--- src/include/mcu_subset_pkg.sv ---
// constants shared by the instruction subset core
package mcu_subset_pkg;
    // widths
    localparam int DATA_W     = 8;
    localparam int ROM_W      = 14;
    localparam int ROM_ADDR_W = 11;
    localparam int PTR_W      = 3;
    localparam int HIGH_W     = 6;
    localparam int FILE_W     = 7;
    localparam int BUS_ADDR_W = 8;
    localparam int OP_W       = 3;

    // instruction codes on the issue port
    localparam logic [2:0] OP_HALT          = 3'h0;
    localparam logic [2:0] OP_IMM_SUBTRACT  = 3'h1;
    localparam logic [2:0] OP_NIBBLE_EXCH   = 3'h2;
    localparam logic [2:0] OP_T0_MODE_LOAD  = 3'h3;
    localparam logic [2:0] OP_T0_MODE_READ  = 3'h4;
    localparam logic [2:0] OP_ROM_TABLE     = 3'h5;
    localparam logic [2:0] OP_REG_XOR       = 3'h6;
    localparam logic [2:0] OP_IMM_XOR       = 3'h7;

    // target select values
    localparam logic TARGET_WORK = 1'b0;
    localparam logic TARGET_FILE = 1'b1;

    // register offsets
    localparam logic [7:0] ADDR_WORK      = 8'h00;
    localparam logic [7:0] ADDR_STATUS    = 8'h04;
    localparam logic [7:0] ADDR_T0_MODE   = 8'h08;
    localparam logic [7:0] ADDR_TBL_PTR   = 8'h0c;
    localparam logic [7:0] ADDR_TBL_DATA  = 8'h10;
    localparam logic [7:0] ADDR_WDT_COUNT = 8'h14;
    localparam logic [7:0] ADDR_WDT_PRESC = 8'h18;

    // status field positions
    localparam int ST_BORROW_NOT = 0;
    localparam int ST_NIBBLE_BRW = 1;
    localparam int ST_ZERO       = 2;
    localparam int ST_POWERDOWN  = 3;
    localparam int ST_TIMEOUT    = 4;
    localparam int ST_HALTED     = 5;

    // reset values
    localparam logic [7:0] RST_WORK      = 8'h00;
    localparam logic [7:0] RST_T0_MODE   = 8'h00;
    localparam logic [2:0] RST_TBL_PTR   = 3'h0;
    localparam logic [5:0] RST_TBL_DATA  = 6'h00;
    localparam logic       RST_TIMEOUT   = 1'b1;
    localparam logic       RST_POWERDOWN = 1'b1;
    localparam logic [7:0] WDT_CLEAR     = 8'h00;
endpackage

--- src/rtl/mcu_subset_core.sv ---
// instruction subset execution core with register port
//
// Behaviour
// RQ1: halt clears watchdog count and prescaler, takes one cycle, then enters halt.
// RQ2: halt sets timeout flag, clears powerdown flag, leaves other flags alone.
// RQ3: immediate subtract stores constant minus work, updates zero, nibble borrow, borrow.
// RQ4: nibble exchange swaps the two nibbles of the file operand in one cycle.
// RQ5: target select zero writes work register, one writes the file location.
// RQ6: timer0 mode load copies work into timer0 mode, flags untouched.
// RQ7: timer0 mode read copies timer0 mode into work, flags untouched.
// RQ8: table read addresses rom with pointer low bits over work, two cycles.
// RQ9: table read puts fetched word bits 13:8 into table high data.
// RQ10: register xor combines work and file, routed by target, zero only.
// RQ11: immediate xor combines work and constant into work, zero only.
// RQ12: borrow flag set when no borrow; zero flag set on zero result.
//
// Design decisions made here: the address-and-strobe port and the register offsets.
`timescale 1ns/1ps
module mcu_subset_core
    import mcu_subset_pkg::*;
(
    input  wire logic        sys_clk_i,
    input  wire logic        reset_n_i,
    input  wire logic        instr_valid_i,
    input  wire logic [2:0]  instr_op_i,
    input  wire logic [7:0]  instr_imm_i,
    input  wire logic        instr_target_i,
    input  wire logic [6:0]  file_addr_i,
    input  wire logic [7:0]  file_data_i,
    output logic             instr_ready_o,
    output logic             file_we_o,
    output logic      [6:0]  file_addr_o,
    output logic      [7:0]  file_wdata_o,
    output logic             rom_rd_o,
    output logic      [10:0] rom_addr_o,
    input  wire logic [13:0] rom_data_i,
    input  wire logic        wake_i,
    output logic             halt_o,
    output logic             wdt_clear_o,
    output logic      [7:0]  timer0_mode_o,
    input  wire logic [7:0]  bus_addr_i,
    input  wire logic [7:0]  bus_wdata_i,
    input  wire logic        bus_wr_i,
    input  wire logic        bus_rd_i,
    output logic      [7:0]  bus_rdata_o
);
    typedef enum logic [1:0] {ST_RUN, ST_TABLE, ST_HALT} core_state_e;

    core_state_e state;
    logic [7:0]  work_register;
    logic [2:0]  table_high_pointer;
    logic [5:0]  table_high_data;
    logic [7:0]  watchdog_count;
    logic [7:0]  watchdog_prescaler;
    logic        borrow_flag;
    logic        nibble_borrow_flag;
    logic        zero_flag;
    logic        timeout_flag;
    logic        powerdown_flag;
    logic [7:0]  alu_result;
    logic        alu_zero;
    logic        alu_borrow_not;
    logic        alu_nibble_borrow;
    logic        wake_level;
    logic        accept;
    logic        is_halt;
    logic        is_sub;
    logic        is_swap;
    logic        is_t0_load;
    logic        is_t0_read;
    logic        is_table;
    logic        is_xor_reg;
    logic        is_xor_imm;
    logic        to_file;
    logic        wr_work;
    logic        wr_status;
    logic [7:0]  status_word;

    exec_alu u_alu
    (
        .op_i            (instr_op_i),
        .work_i          (work_register),
        .imm_i           (instr_imm_i),
        .file_i          (file_data_i),
        .result_o        (alu_result),
        .zero_o          (alu_zero),
        .borrow_not_o    (alu_borrow_not),
        .nibble_borrow_o (alu_nibble_borrow)
    );

    pin_sync3 u_wake_sync
    (
        .sys_clk_i (sys_clk_i),
        .reset_n_i (reset_n_i),
        .pin_i     (wake_i),
        .level_o   (wake_level)
    );

    // decode of the accepted instruction
    assign accept     = instr_valid_i && instr_ready_o;
    assign is_halt    = accept && (instr_op_i == OP_HALT);
    assign is_sub     = accept && (instr_op_i == OP_IMM_SUBTRACT);
    assign is_swap    = accept && (instr_op_i == OP_NIBBLE_EXCH);
    assign is_t0_load = accept && (instr_op_i == OP_T0_MODE_LOAD);
    assign is_t0_read = accept && (instr_op_i == OP_T0_MODE_READ);
    assign is_table   = accept && (instr_op_i == OP_ROM_TABLE);
    assign is_xor_reg = accept && (instr_op_i == OP_REG_XOR);
    assign is_xor_imm = accept && (instr_op_i == OP_IMM_XOR);
    assign to_file    = (is_swap || is_xor_reg) && (instr_target_i == TARGET_FILE); // [RQ5]
    assign wr_work    = bus_wr_i && (bus_addr_i == ADDR_WORK);
    assign wr_status  = bus_wr_i && (bus_addr_i == ADDR_STATUS);

    assign status_word = {2'b00, (state == ST_HALT), timeout_flag, powerdown_flag,
                          zero_flag, nibble_borrow_flag, borrow_flag};

    // sequencing: run, two-cycle table fetch, halt
    always_ff @(posedge sys_clk_i or negedge reset_n_i)
    begin
        if (!reset_n_i)
        begin
            state         <= ST_RUN;
            instr_ready_o <= 1'b1;
            halt_o        <= 1'b0;
        end
        else
        begin
            case (state)
                ST_RUN:
                begin
                    if (is_table)
                    begin
                        state         <= ST_TABLE; // [RQ8]
                        instr_ready_o <= 1'b0;
                    end
                    else if (is_halt)
                    begin
                        state         <= ST_HALT; // [RQ1]
                        instr_ready_o <= 1'b0;
                        halt_o        <= 1'b1;
                    end
                end
                ST_TABLE:
                begin
                    state         <= ST_RUN;
                    instr_ready_o <= 1'b1;
                end
                ST_HALT:
                begin
                    if (wake_level)
                    begin
                        state         <= ST_RUN;
                        instr_ready_o <= 1'b1;
                        halt_o        <= 1'b0;
                    end
                end
                default:
                begin
                    state         <= ST_RUN;
                    instr_ready_o <= 1'b1;
                    halt_o        <= 1'b0;
                end
            endcase
        end
    end

    // work register
    always_ff @(posedge sys_clk_i or negedge reset_n_i)
    begin
        if (!reset_n_i)
            work_register <= RST_WORK;
        else if (state == ST_TABLE)
            work_register <= rom_data_i[7:0]; // [RQ8]
        else if ((is_sub || is_xor_imm) || ((is_swap || is_xor_reg) && !to_file))
            work_register <= alu_result; // [RQ3] [RQ5] [RQ11]
        else if (is_t0_read)
            work_register <= timer0_mode_o; // [RQ7]
        else if (wr_work)
            work_register <= bus_wdata_i;
    end

    // file write-back port
    always_ff @(posedge sys_clk_i or negedge reset_n_i)
    begin
        if (!reset_n_i)
        begin
            file_we_o    <= 1'b0;
            file_addr_o  <= 7'h00;
            file_wdata_o <= 8'h00;
        end
        else
        begin
            file_we_o <= to_file; // [RQ5]
            if (to_file)
            begin
                file_addr_o  <= file_addr_i;
                file_wdata_o <= alu_result; // [RQ4] [RQ10]
            end
        end
    end

    // timer0 mode register
    always_ff @(posedge sys_clk_i or negedge reset_n_i)
    begin
        if (!reset_n_i)
            timer0_mode_o <= RST_T0_MODE;
        else if (is_t0_load)
            timer0_mode_o <= work_register; // [RQ6]
        else if (bus_wr_i && (bus_addr_i == ADDR_T0_MODE))
            timer0_mode_o <= bus_wdata_i;
    end

    // table pointer, fetch strobe and high data
    always_ff @(posedge sys_clk_i or negedge reset_n_i)
    begin
        if (!reset_n_i)
        begin
            table_high_pointer <= RST_TBL_PTR;
            table_high_data    <= RST_TBL_DATA;
            rom_rd_o           <= 1'b0;
            rom_addr_o         <= 11'h000;
        end
        else
        begin
            if (bus_wr_i && (bus_addr_i == ADDR_TBL_PTR))
                table_high_pointer <= bus_wdata_i[2:0];
            rom_rd_o <= is_table;
            if (is_table)
                rom_addr_o <= {table_high_pointer, work_register}; // [RQ8]
            if (state == ST_TABLE)
                table_high_data <= rom_data_i[13:8]; // [RQ9]
        end
    end

    // arithmetic and power flags; instruction updates win over bus writes
    always_ff @(posedge sys_clk_i or negedge reset_n_i)
    begin
        if (!reset_n_i)
        begin
            borrow_flag        <= 1'b0;
            nibble_borrow_flag <= 1'b0;
            zero_flag          <= 1'b0;
            timeout_flag       <= RST_TIMEOUT;
            powerdown_flag     <= RST_POWERDOWN;
        end
        else
        begin
            if (wr_status)
            begin
                borrow_flag        <= bus_wdata_i[ST_BORROW_NOT];
                nibble_borrow_flag <= bus_wdata_i[ST_NIBBLE_BRW];
                zero_flag          <= bus_wdata_i[ST_ZERO];
                timeout_flag       <= bus_wdata_i[ST_TIMEOUT];
                powerdown_flag     <= bus_wdata_i[ST_POWERDOWN];
            end
            if (is_sub)
            begin
                borrow_flag        <= alu_borrow_not; // [RQ12]
                nibble_borrow_flag <= alu_nibble_borrow; // [RQ3]
                zero_flag          <= alu_zero; // [RQ12]
            end
            if (is_xor_reg || is_xor_imm)
                zero_flag <= alu_zero; // [RQ10] [RQ11]
            if (is_halt)
            begin
                timeout_flag   <= 1'b1; // [RQ2]
                powerdown_flag <= 1'b0; // [RQ2]
            end
        end
    end

    // watchdog prescaler and counter, cleared by halt
    always_ff @(posedge sys_clk_i or negedge reset_n_i)
    begin
        if (!reset_n_i)
        begin
            watchdog_prescaler <= WDT_CLEAR;
            watchdog_count     <= WDT_CLEAR;
            wdt_clear_o        <= 1'b0;
        end
        else
        begin
            wdt_clear_o <= is_halt;
            if (is_halt)
            begin
                watchdog_prescaler <= WDT_CLEAR; // [RQ1]
                watchdog_count     <= WDT_CLEAR; // [RQ1]
            end
            else
            begin
                watchdog_prescaler <= watchdog_prescaler + 8'h01;
                if (watchdog_prescaler == 8'hff)
                    watchdog_count <= watchdog_count + 8'h01;
            end
        end
    end

    // register read port, data valid one cycle after strobe
    always_ff @(posedge sys_clk_i or negedge reset_n_i)
    begin
        if (!reset_n_i)
            bus_rdata_o <= 8'h00;
        else if (!bus_rd_i)
            bus_rdata_o <= 8'h00;
        else if (bus_addr_i == ADDR_WORK)
            bus_rdata_o <= work_register;
        else if (bus_addr_i == ADDR_STATUS)
            bus_rdata_o <= status_word;
        else if (bus_addr_i == ADDR_T0_MODE)
            bus_rdata_o <= timer0_mode_o;
        else if (bus_addr_i == ADDR_TBL_PTR)
            bus_rdata_o <= {5'h00, table_high_pointer};
        else if (bus_addr_i == ADDR_TBL_DATA)
            bus_rdata_o <= {2'b00, table_high_data};
        else if (bus_addr_i == ADDR_WDT_COUNT)
            bus_rdata_o <= watchdog_count;
        else if (bus_addr_i == ADDR_WDT_PRESC)
            bus_rdata_o <= watchdog_prescaler;
        else
            bus_rdata_o <= 8'h00;
    end
endmodule

--- src/rtl/exec_alu.sv ---
// combinational datapath for subtract, exchange and exclusive-or
`timescale 1ns/1ps
module exec_alu
    import mcu_subset_pkg::*;
(
    input  wire logic [2:0] op_i,
    input  wire logic [7:0] work_i,
    input  wire logic [7:0] imm_i,
    input  wire logic [7:0] file_i,
    output logic      [7:0] result_o,
    output logic            zero_o,
    output logic            borrow_not_o,
    output logic            nibble_borrow_o
);
    always_comb
    begin
        result_o        = work_i;
        borrow_not_o    = 1'b0;
        nibble_borrow_o = 1'b0;
        case (op_i)
            OP_IMM_SUBTRACT:
            begin
                result_o        = imm_i - work_i;               // [RQ3]
                borrow_not_o    = (imm_i >= work_i);            // [RQ12]
                nibble_borrow_o = (imm_i[3:0] >= work_i[3:0]);  // [RQ3]
            end
            OP_NIBBLE_EXCH:  result_o = {file_i[3:0], file_i[7:4]}; // [RQ4]
            OP_REG_XOR:      result_o = work_i ^ file_i;            // [RQ10]
            OP_IMM_XOR:      result_o = work_i ^ imm_i;             // [RQ11]
            default:         result_o = work_i;
        endcase
        zero_o = (result_o == 8'h00); // [RQ12]
    end
endmodule

--- src/rtl/pin_sync3.sv ---
// three-stage pin synchroniser with agreement filter
`timescale 1ns/1ps
module pin_sync3
(
    input  wire logic sys_clk_i,
    input  wire logic reset_n_i,
    input  wire logic pin_i,
    output logic      level_o
);
    logic stage1;
    logic stage2;
    logic stage3;

    always_ff @(posedge sys_clk_i or negedge reset_n_i)
    begin
        if (!reset_n_i)
        begin
            stage1  <= 1'b0;
            stage2  <= 1'b0;
            stage3  <= 1'b0;
            level_o <= 1'b0;
        end
        else
        begin
            stage1 <= pin_i;
            stage2 <= stage1;
            stage3 <= stage2;
            if (stage2 == stage3)
                level_o <= stage3;
        end
    end
endmodule

--- config.mk ---
export PLATFORM = sky130hd
export DESIGN_NAME = mcu_subset_core
export DESIGN_NICKNAME = d
export VERILOG_FILES = /design/src/include/mcu_subset_pkg.sv /design/src/rtl/mcu_subset_core.sv /design/src/rtl/exec_alu.sv /design/src/rtl/pin_sync3.sv
export SDC_FILE = /design/constraint.sdc
export NUM_CORES = 1
export LEC_CHECK = 0
export BUFFER_PORTS_ARGS = -buffer_cell sky130_fd_sc_hd__buf_4
export CORE_MARGIN = 4
export CORE_UTILIZATION = 50
export DETAILED_ROUTE_END_ITERATION = 8
export PLACE_DENSITY = 0.77
export SLEW_MARGIN = 20
export SYNTH_ARGS = -nofsm -noshare
export SYNTH_HDL_FRONTEND = slang
export SYNTH_SLANG_ARGS = --single-unit
--- constraint.sdc ---
create_clock -name sys_clk_i -period 2.1 [get_ports sys_clk_i]
set_input_delay 0.21 -clock sys_clk_i [delete_from_list [all_inputs] [get_ports sys_clk_i]]
set_output_delay 0.21 -clock sys_clk_i [all_outputs]
set_load 0.01 [all_outputs]
==> results of run 1 <==
## layout by cell type (no fill, tap or decap), types with 9 or more instances in the layout
| master | synthesis | final |
|---|---|---|
| buf_4 | 4 | 172 |
| a21oi_1 | 31 | 28 |
| nor2b_1 | 14 | 14 |
| dfrtp_1 | 88 | 87 |
| o21ai_0 | 42 | 34 |
| nor2_1 | 58 | 57 |
| ha_1 | 11 | 9 |
| nand2_1 | 94 | 94 |
| clkbuf_8 | 0 | 10 |
| nand3_1 | 14 | 13 |
| mux2i_1 | 24 | 24 |
| xnor2_1 | 10 | 10 |
| mux2_2 | 25 | 24 |
| inv_1 | 22 | 21 |
## cells by family (layout without fill, tap and decap cells)
logic type / count (synthesis) / after routing / synth area share [%]
buf+inv: 54 / 212 / 4.86
xor+xnor: 16 / 16 / 2.64
fa+ha+maj: 13 / 13 / 3.16
mux: 53 / 53 / 11.5
compound gates: 127 / 127 / 15.1
simple gates: 227 / 227 / 19.7
flops: 91 / 91 / 43.0
## state kept, by name (all words and copies together), names as in the netlist, 2 cells and up
| register | cells |
|---|---|
| table_high_pointer | 3 |
| bus_rdata_o | 8 |
| timer0_mode_o | 8 |
| work_register | 8 |
| file_addr_o | 7 |
| watchdog_prescaler | 8 |
| watchdog_count | 8 |
| file_wdata_o | 8 |
| table_high_data | 6 |
| rom_addr_o | 11 |
| state | 2 |
## worst reg2reg max path: cells and delay by family (launching register included)
kind | cells | cell delay, ns
compound gates | 3 | 0.63
fa+ha+maj | 2 | 0.55
buf+inv | 1 | 0.04
flops | 1 | 0.41
mux | 1 | 0.15
simple gates | 2 | 0.41
## how the worst max path moves through the flow
stage	from	end	cells past startpoint	slack, ns
2_1_floorplan	work_register[0]$_DFFE_PN0P_	zero_flag$_DFFE_PN0P_	9	-0.12
3_3_place_gp	instr_imm_i[0]	zero_flag$_DFFE_PN0P_	11	-0.16
3_5_place_dp	instr_imm_i[0]	zero_flag$_DFFE_PN0P_	11	-0.19
4_1_cts	work_register[0]$_DFFE_PN0P_	zero_flag$_DFFE_PN0P_	9	-0.14
5_1_grt	work_register[0]$_DFFE_PN0P_	zero_flag$_DFFE_PN0P_	9	-0.29
6_report	work_register[0]$_DFFE_PN0P_	zero_flag$_DFFE_PN0P_	9	-0.17
## what timing repair did
item / in CTS / in global routing
buffers inserted: 1 / 2
hold buffers: 2 / 0
endpoints found under the hold margin: 35 / 0
gates cloned: 0 / 0
resized for setup: 8 / 23
pin swaps: 4 / 6
setup endpoints to repair: 8 / 12
## through the flow
stage / TNS (ns) / instances
3_3_place_gp: -0.893 / 859
5_1_grt: -1.04 / 875
2_1_floorplan: -0.118 / 581
4_1_cts: -0.353 / 875
6_report: -0.486 / 875
3_5_place_dp: -1.13 / 859
## synthesized netlist by cell type, types with 2 or more instances
cell / n / area share (%)
nand2_1: 94 / 6.6
dfrtp_1: 88 / 41
nor2_1: 58 / 4.1
o21ai_0: 42 / 4.0
a21oi_1: 31 / 2.9
mux2_2: 25 / 5.3
mux2i_1: 24 / 4.5
inv_1: 22 / 1.6
clkbuf_1: 14 / 0.99
nand3_1: 14 / 1.3
nor2b_1: 14 / 1.7
ha_1: 11 / 2.6
xnor2_1: 10 / 1.7
buf_2: 8 / 0.75
a22oi_1: 6 / 0.85
nand4_1: 6 / 0.71
nor3_1: 6 / 0.57
nor3b_1: 6 / 0.85
xor2_1: 6 / 0.99
a31oi_1: 5 / 0.59
and2_1: 5 / 0.59
nand2b_1: 5 / 0.59
a211oi_1: 4 / 0.57
and3_1: 4 / 0.47
buf_4: 4 / 0.57
buf_6: 4 / 0.85
mux4_2: 4 / 1.7
o22ai_1: 4 / 0.47
o31a_1: 4 / 0.66
or3_1: 4 / 0.47
a221oi_1: 3 / 0.50
a32oi_1: 3 / 0.50
dfstp_2: 3 / 1.5
o221ai_1: 3 / 0.50
a21o_1: 2 / 0.28
a22o_1: 2 / 0.33
and4_1: 2 / 0.33
nand3b_1: 2 / 0.28
o211ai_1: 2 / 0.28
o21ai_1: 2 / 0.19
o21bai_1: 2 / 0.28
or4_1: 2 / 0.28
## final cells by class
| class | instances | area share (%) |
|---|---|---|
| clock buffer | 10 | 1.96 |
| inverter | 23 | 1.23 |
| multi-input combinational | 436 | 41.7 |
| sequential | 91 | 32.6 |
| clock inverter | 4 | 1.09 |
| timing repair buffer | 175 | 19.0 |
| tap | 136 | 2.43 |
## routing by layer
layer / vias to the layer above / GRT usage [%] / share of wire (%)
li1: 2340 / - / -
met1: 2357 / 36.2 / 43
met2: 228 / 41.1 / 45
met3: 34 / 8.08 / 9.5
met4: 0 / 6.49 / 2.6
met5: - / 0 / 0
## power by group through the flow
stage | Sequential (mW) | Clock, mW | Combinational, mW
4_1_cts | 2.42 | 1.33 | 2.61
6_report | 2.43 | 1.30 | 2.85
3_5_place_dp | 2.45 | 0 | 2.56
5_1_grt | 2.49 | 1.41 | 3.09
2_1_floorplan | 2.47 | 0 | 1.30
3_3_place_gp | 2.43 | 0 | 2.52
==> impl_metrics.ini, run 1 <==
[status]
outcome = complete, but fails checks
violations = negative setup slack

[drt]
detail_route.wl_per_cell_um = 18.5
vias = 4959
wirelength_mm = 16.2
viasPerCell = 5.67
drtPass1Iterations = 6
initialDrtViolationCount = 441
drc = 0
drtAntennaViolNets = 0

[synthesis]
postSynthCellCount = 581
postSynthAreaPerCell_um2 = 9.13
synthArstFlopShare_pct = 100
ys_types = 63
ys_ff_latch = 91
synth-main-ff-cell = dfrtp_1
yosysWarningCount = 0
ys_seq_area_share_pct = 43.0
synth_nets = 656
synth-edff-count = 0
syn_area_mm2 = 0.00531

[sta]
tightest_slew_ns = 0.621
hold_viol = 0
min_period_ns = 2.27
drv_slew = 0
max-slew-margin-rel_pct = 58.4
setup_viol = 6
fmax_mhz = 441
finalWorstSetupSlack_ns = -0.167
finalCritPeriodShare_pct = 108
rsz0062_at_grt = true
whs_ns = 0.0221
skew_ns = 0.0115

[floorplan]
core-area_mm2 = 0.0103
num_io_pins = 110
die_h_um = 111
die_w_um = 111
dieArea_mm2 = 0.0123
row_count = 37
initial_core_util_pct = 51.4

[worst_setup_path]
r2r_start = work_register[0]$_DFFE_PN0P_
crit_chain = ha_4 > inv_2 > fa_2 > a211oi_4 > o21bai_1 > mux2i_1 > nand2_1 > or3_1 > o31ai_2
timing.critical_path.max_delay_family = compound AO/OA/AOI/OAI gates
criticalPathCategory = reg2reg
cp.required_ns = 2.38
slowest_delay_ns = 0.41
ff2ff_path_depth = 9
cp_num_buf_inv = 1
start_kind = flop
worstPathArrival_ns = 2.55
slowest_stage = dfrtp_2
crit_path_end_kind = flop
ff2ff_setup_slack_ns = -0.17
crit_fanout = 3
worstReg2RegEnd = zero_flag$_DFFE_PN0P_

[placement]
gp_congestion = 0.916
pre_cts_slack_ns = -0.195
dp_hpwl_mm = 12.6
post_dp_cell_area_mm2 = 0.00663
portBuffers = 109

[pwr]
power_frac_clock_pct = 19.7
power.density_mw_per_mm2 = 939
vdd_ir_drop_max_mv = 0.609
finalPower_mw = 6.58
power.switching_mw = 2.42
seq_power_share_pct = 37.0
p_sw_share_pct = 36.9
leakage_nw = 3.35
p_comb_share_pct = 43.3
p_int_mw = 4.15

[finish]
area_delta_synth_final_pct = 32.0
antennaDiodeCount = 0
multi_input_area_mm2 = 0.00292
drive_above_1_share_pct = 34.0
fin_area_mm2 = 0.00700
seq_area_mm2 = 0.00228
fill_cells = 800
post-route-util_pct = 67.8
nNetsFinal = 811

[global_route]
grt_max_degree = 38
grt_overflow = 0
grt_util_all_layers_pct = 26.4
antenna_found_initial = 0
grt_pass1_wl_mm = 26.1
first_global_vias = 5040

[job]
cap_violations = 0

[clock_network]
clk_latency_ns = 0.37
cts_sinks = 91
cts_buffers = 9
clk_pin_slew_ns = 0.09
cts_tree = yes
cts_buffer_depth = 2
cts-htree-levels = 3
root_buffer = clkbuf_8

[hold_path]
min_from = file_addr_i[1]
holdPathStages = 3
hold_class = in2reg
min_to = file_addr_o[1]$_DFFE_PN0P_
Note: power is estimated with default switching activity, not from simulation.
==> run 2, diff against run 1 <==
--- a/config.mk
+++ b/config.mk
@@ -10,4 +10,5 @@
 export CORE_UTILIZATION = 50
 export DETAILED_ROUTE_END_ITERATION = 8
+export HOLD_SLACK_MARGIN = 0.15
 export PLACE_DENSITY = 0.77
 export SLEW_MARGIN = 20
==> constraint.sdc (replaced) <==
create_clock -name sys_clk_i -period 2.1 [get_ports sys_clk_i]
set_input_delay 0.21 -clock sys_clk_i [delete_from_list [all_inputs] [get_ports sys_clk_i]]
set_output_delay 0.21 -clock sys_clk_i [all_outputs]
set_load 0.1 [all_outputs]
==> impl_metrics.ini, run 2 (synthesis results as in run 1) <==
[drt]
detail_route.wl_per_cell_um = 19.0
wirelength_mm = 17.1
vias = 5157
viasPerCell = 5.72
drc = 0
drtAntennaViolNets = 0
drtPass1Iterations = 6
initialDrtViolationCount = 454

[finish]
antennaDiodeCount = 0
post-route-util_pct = 70.1
drive_above_1_share_pct = 32.5
area_delta_synth_final_pct = 36.3
largest_reg_flops = 11
final_common_cell = buf_4
multi_input_area_mm2 = 0.00290
fin_area_mm2 = 0.00723
layout_common_cells = buf_4 (167), nand2_1 (94), dfrtp_1 (87)
regMostFlops = rom_addr_o
seq_area_mm2 = 0.00229
fill_cells = 798
nNetsFinal = 836

[clock_network]
clk_latency_ns = 0.38
root_buffer = clkbuf_8
cts_sinks = 91
cts_tree = yes
cts-htree-levels = 3
cts_buffers = 9
clk_pin_slew_ns = 0.10
cts_buffer_depth = 2

[status]
violations = negative setup slack
outcome = complete, but fails checks

[worst_setup_path]
worstPathArrival_ns = 2.63
slowest_stage = dfrtp_2
crit_chain = ha_2 > inv_2 > fa_2 > mux2_4 > a22oi_2 > nor2_2 > a221oi_4 > o211ai_1 > o31ai_2
ff2ff_setup_slack_ns = -0.24
cp_num_buf_inv = 1
slowest_delay_ns = 0.42
criticalPathCategory = reg2reg
cp.required_ns = 2.38
crit_fanout = 3
start_kind = flop
crit_path_end_kind = flop
timing.critical_path.max_delay_family = compound AO/OA/AOI/OAI gates

[global_route]
grt_pass1_wl_mm = 27.3
grt_util_all_layers_pct = 27.9
first_global_vias = 5124
antenna_found_initial = 0
grt_overflow = 0
grt_max_degree = 39

[job]
cap_violations = 0

[floorplan]
die_w_um = 111
die_h_um = 111
dieArea_mm2 = 0.0123
core-area_mm2 = 0.0103
num_io_pins = 110
initial_core_util_pct = 51.4
row_count = 37

[sta]
drv_slew = 0
skew_ns = 0.0142
tns_ns = -0.739
tightest_slew_ns = 0.645
max-slew-margin-rel_pct = 56.9
rsz0062_at_grt = true
finalCritPeriodShare_pct = 111
hold_viol = 0
finalWorstSetupSlack_ns = -0.241
fmax_mhz = 427
setup_viol = 7
min_period_ns = 2.34

[hold_path]
hold_class = in2reg

[placement]
portBuffers = 109
dp_hpwl_mm = 12.9
post_dp_cell_area_mm2 = 0.00663
gp_congestion = 0.979
pre_cts_slack_ns = -0.231

[pwr]
vdd_ir_drop_max_mv = 0.776
power.density_mw_per_mm2 = 992
leakage_nw = 3.44
==> run 2: cell count changes in the layout (fill, tap and decap cells not counted), moves of 2 or more <==
cell | previous run | this run
inv_6 | 0 | 2
bufinv_16 | 2 | 0
o21ai_0 | 34 | 32
buf_4 | 172 | 167
inv_8 | 0 | 2
dlygate4sd3_1 | 2 | 30
==> run 2: cell type report <==
type / instances / share of cell area, %
clock buffer: 9 / 1.71
clock inverter: 7 / 0.830
inverter: 23 / 1.19
multi-input combinational: 436 / 40.1
sequential: 91 / 31.6
tap: 136 / 2.35
timing repair buffer: 200 / 22.2
==> run 2: per-stage QoR <==
| stage | cells | power, mW | hold WS, ns |
|---|---|---|---|
| after CTS | 902 | 7.00 | 0.200 |
| after floorplan | 581 | 4.45 | -0.0856 |
| after global placement | 856 | 5.68 | 0.219 |
| after global routing | 902 | 7.55 | 0.199 |
| final | 902 | 7.17 | 0.211 |
| after detailed placement | 856 | 5.75 | 0.220 |
==> run 2: timing repair <==
item	CTS	global route
endpoints found under the setup margin	8	14
hold buffers	30	0
pin swaps	6	13
resized for setup	16	16
cloned	0	0
hold endpoints to repair	70	0
buffers inserted	2	3
==> run 2: worst paths after layout <==
| path | end | startpoint | depth (start not counted) |
|---|---|---|---|
| max in group asynchronous | watchdog_prescaler[3]$_DFF_PN0_ | reset_n_i | 3 |
| worst min register to register | u_wake_sync.stage2$_DFF_PN0_ | u_wake_sync.stage1$_DFF_PN0_ | 0 |
| worst max-delay path | zero_flag$_DFFE_PN0P_ | work_register[0]$_DFFE_PN0P_ | 9 |
| worst min-delay path | work_register[7]$_DFFE_PN0P_ | rom_data_i[7] | 3 |
| worst max register to register | zero_flag$_DFFE_PN0P_ | work_register[0]$_DFFE_PN0P_ | 9 |
| min in group asynchronous | rom_addr_o[0]$_DFFE_PN0P_ | reset_n_i | 2 |
==> run 2: power breakdown <==
group | switching (mW) | total, mW | internal (mW)
logic | 2.21 | 3.60 | 1.39
clock network | 0.679 | 1.13 | 0.452
registers | 0.328 | 2.44 | 2.11
total | 3.22 | 7.17 | 3.96
==> run 2: metal layers <==
layer | vias up | share of wire [%] | track usage [%]
li1 | 2395 | - | -
met2 | 295 | 47 | 43.9
met3 | 34 | 8.6 | 5.13
met4 | 0 | 2.2 | 8.27
met1 | 2433 | 42 | 39.5
met5 | - | 0 | 0
==> run 2: worst register-to-register path, delay by kind of cell, from the launching register on <==
kind | cells | cell delay [ns]
flops | 1 | 0.42
simple gates | 1 | 0.07
fa+ha+maj | 2 | 0.59
compound gates | 4 | 0.83
buf+inv | 1 | 0.06
mux | 1 | 0.28
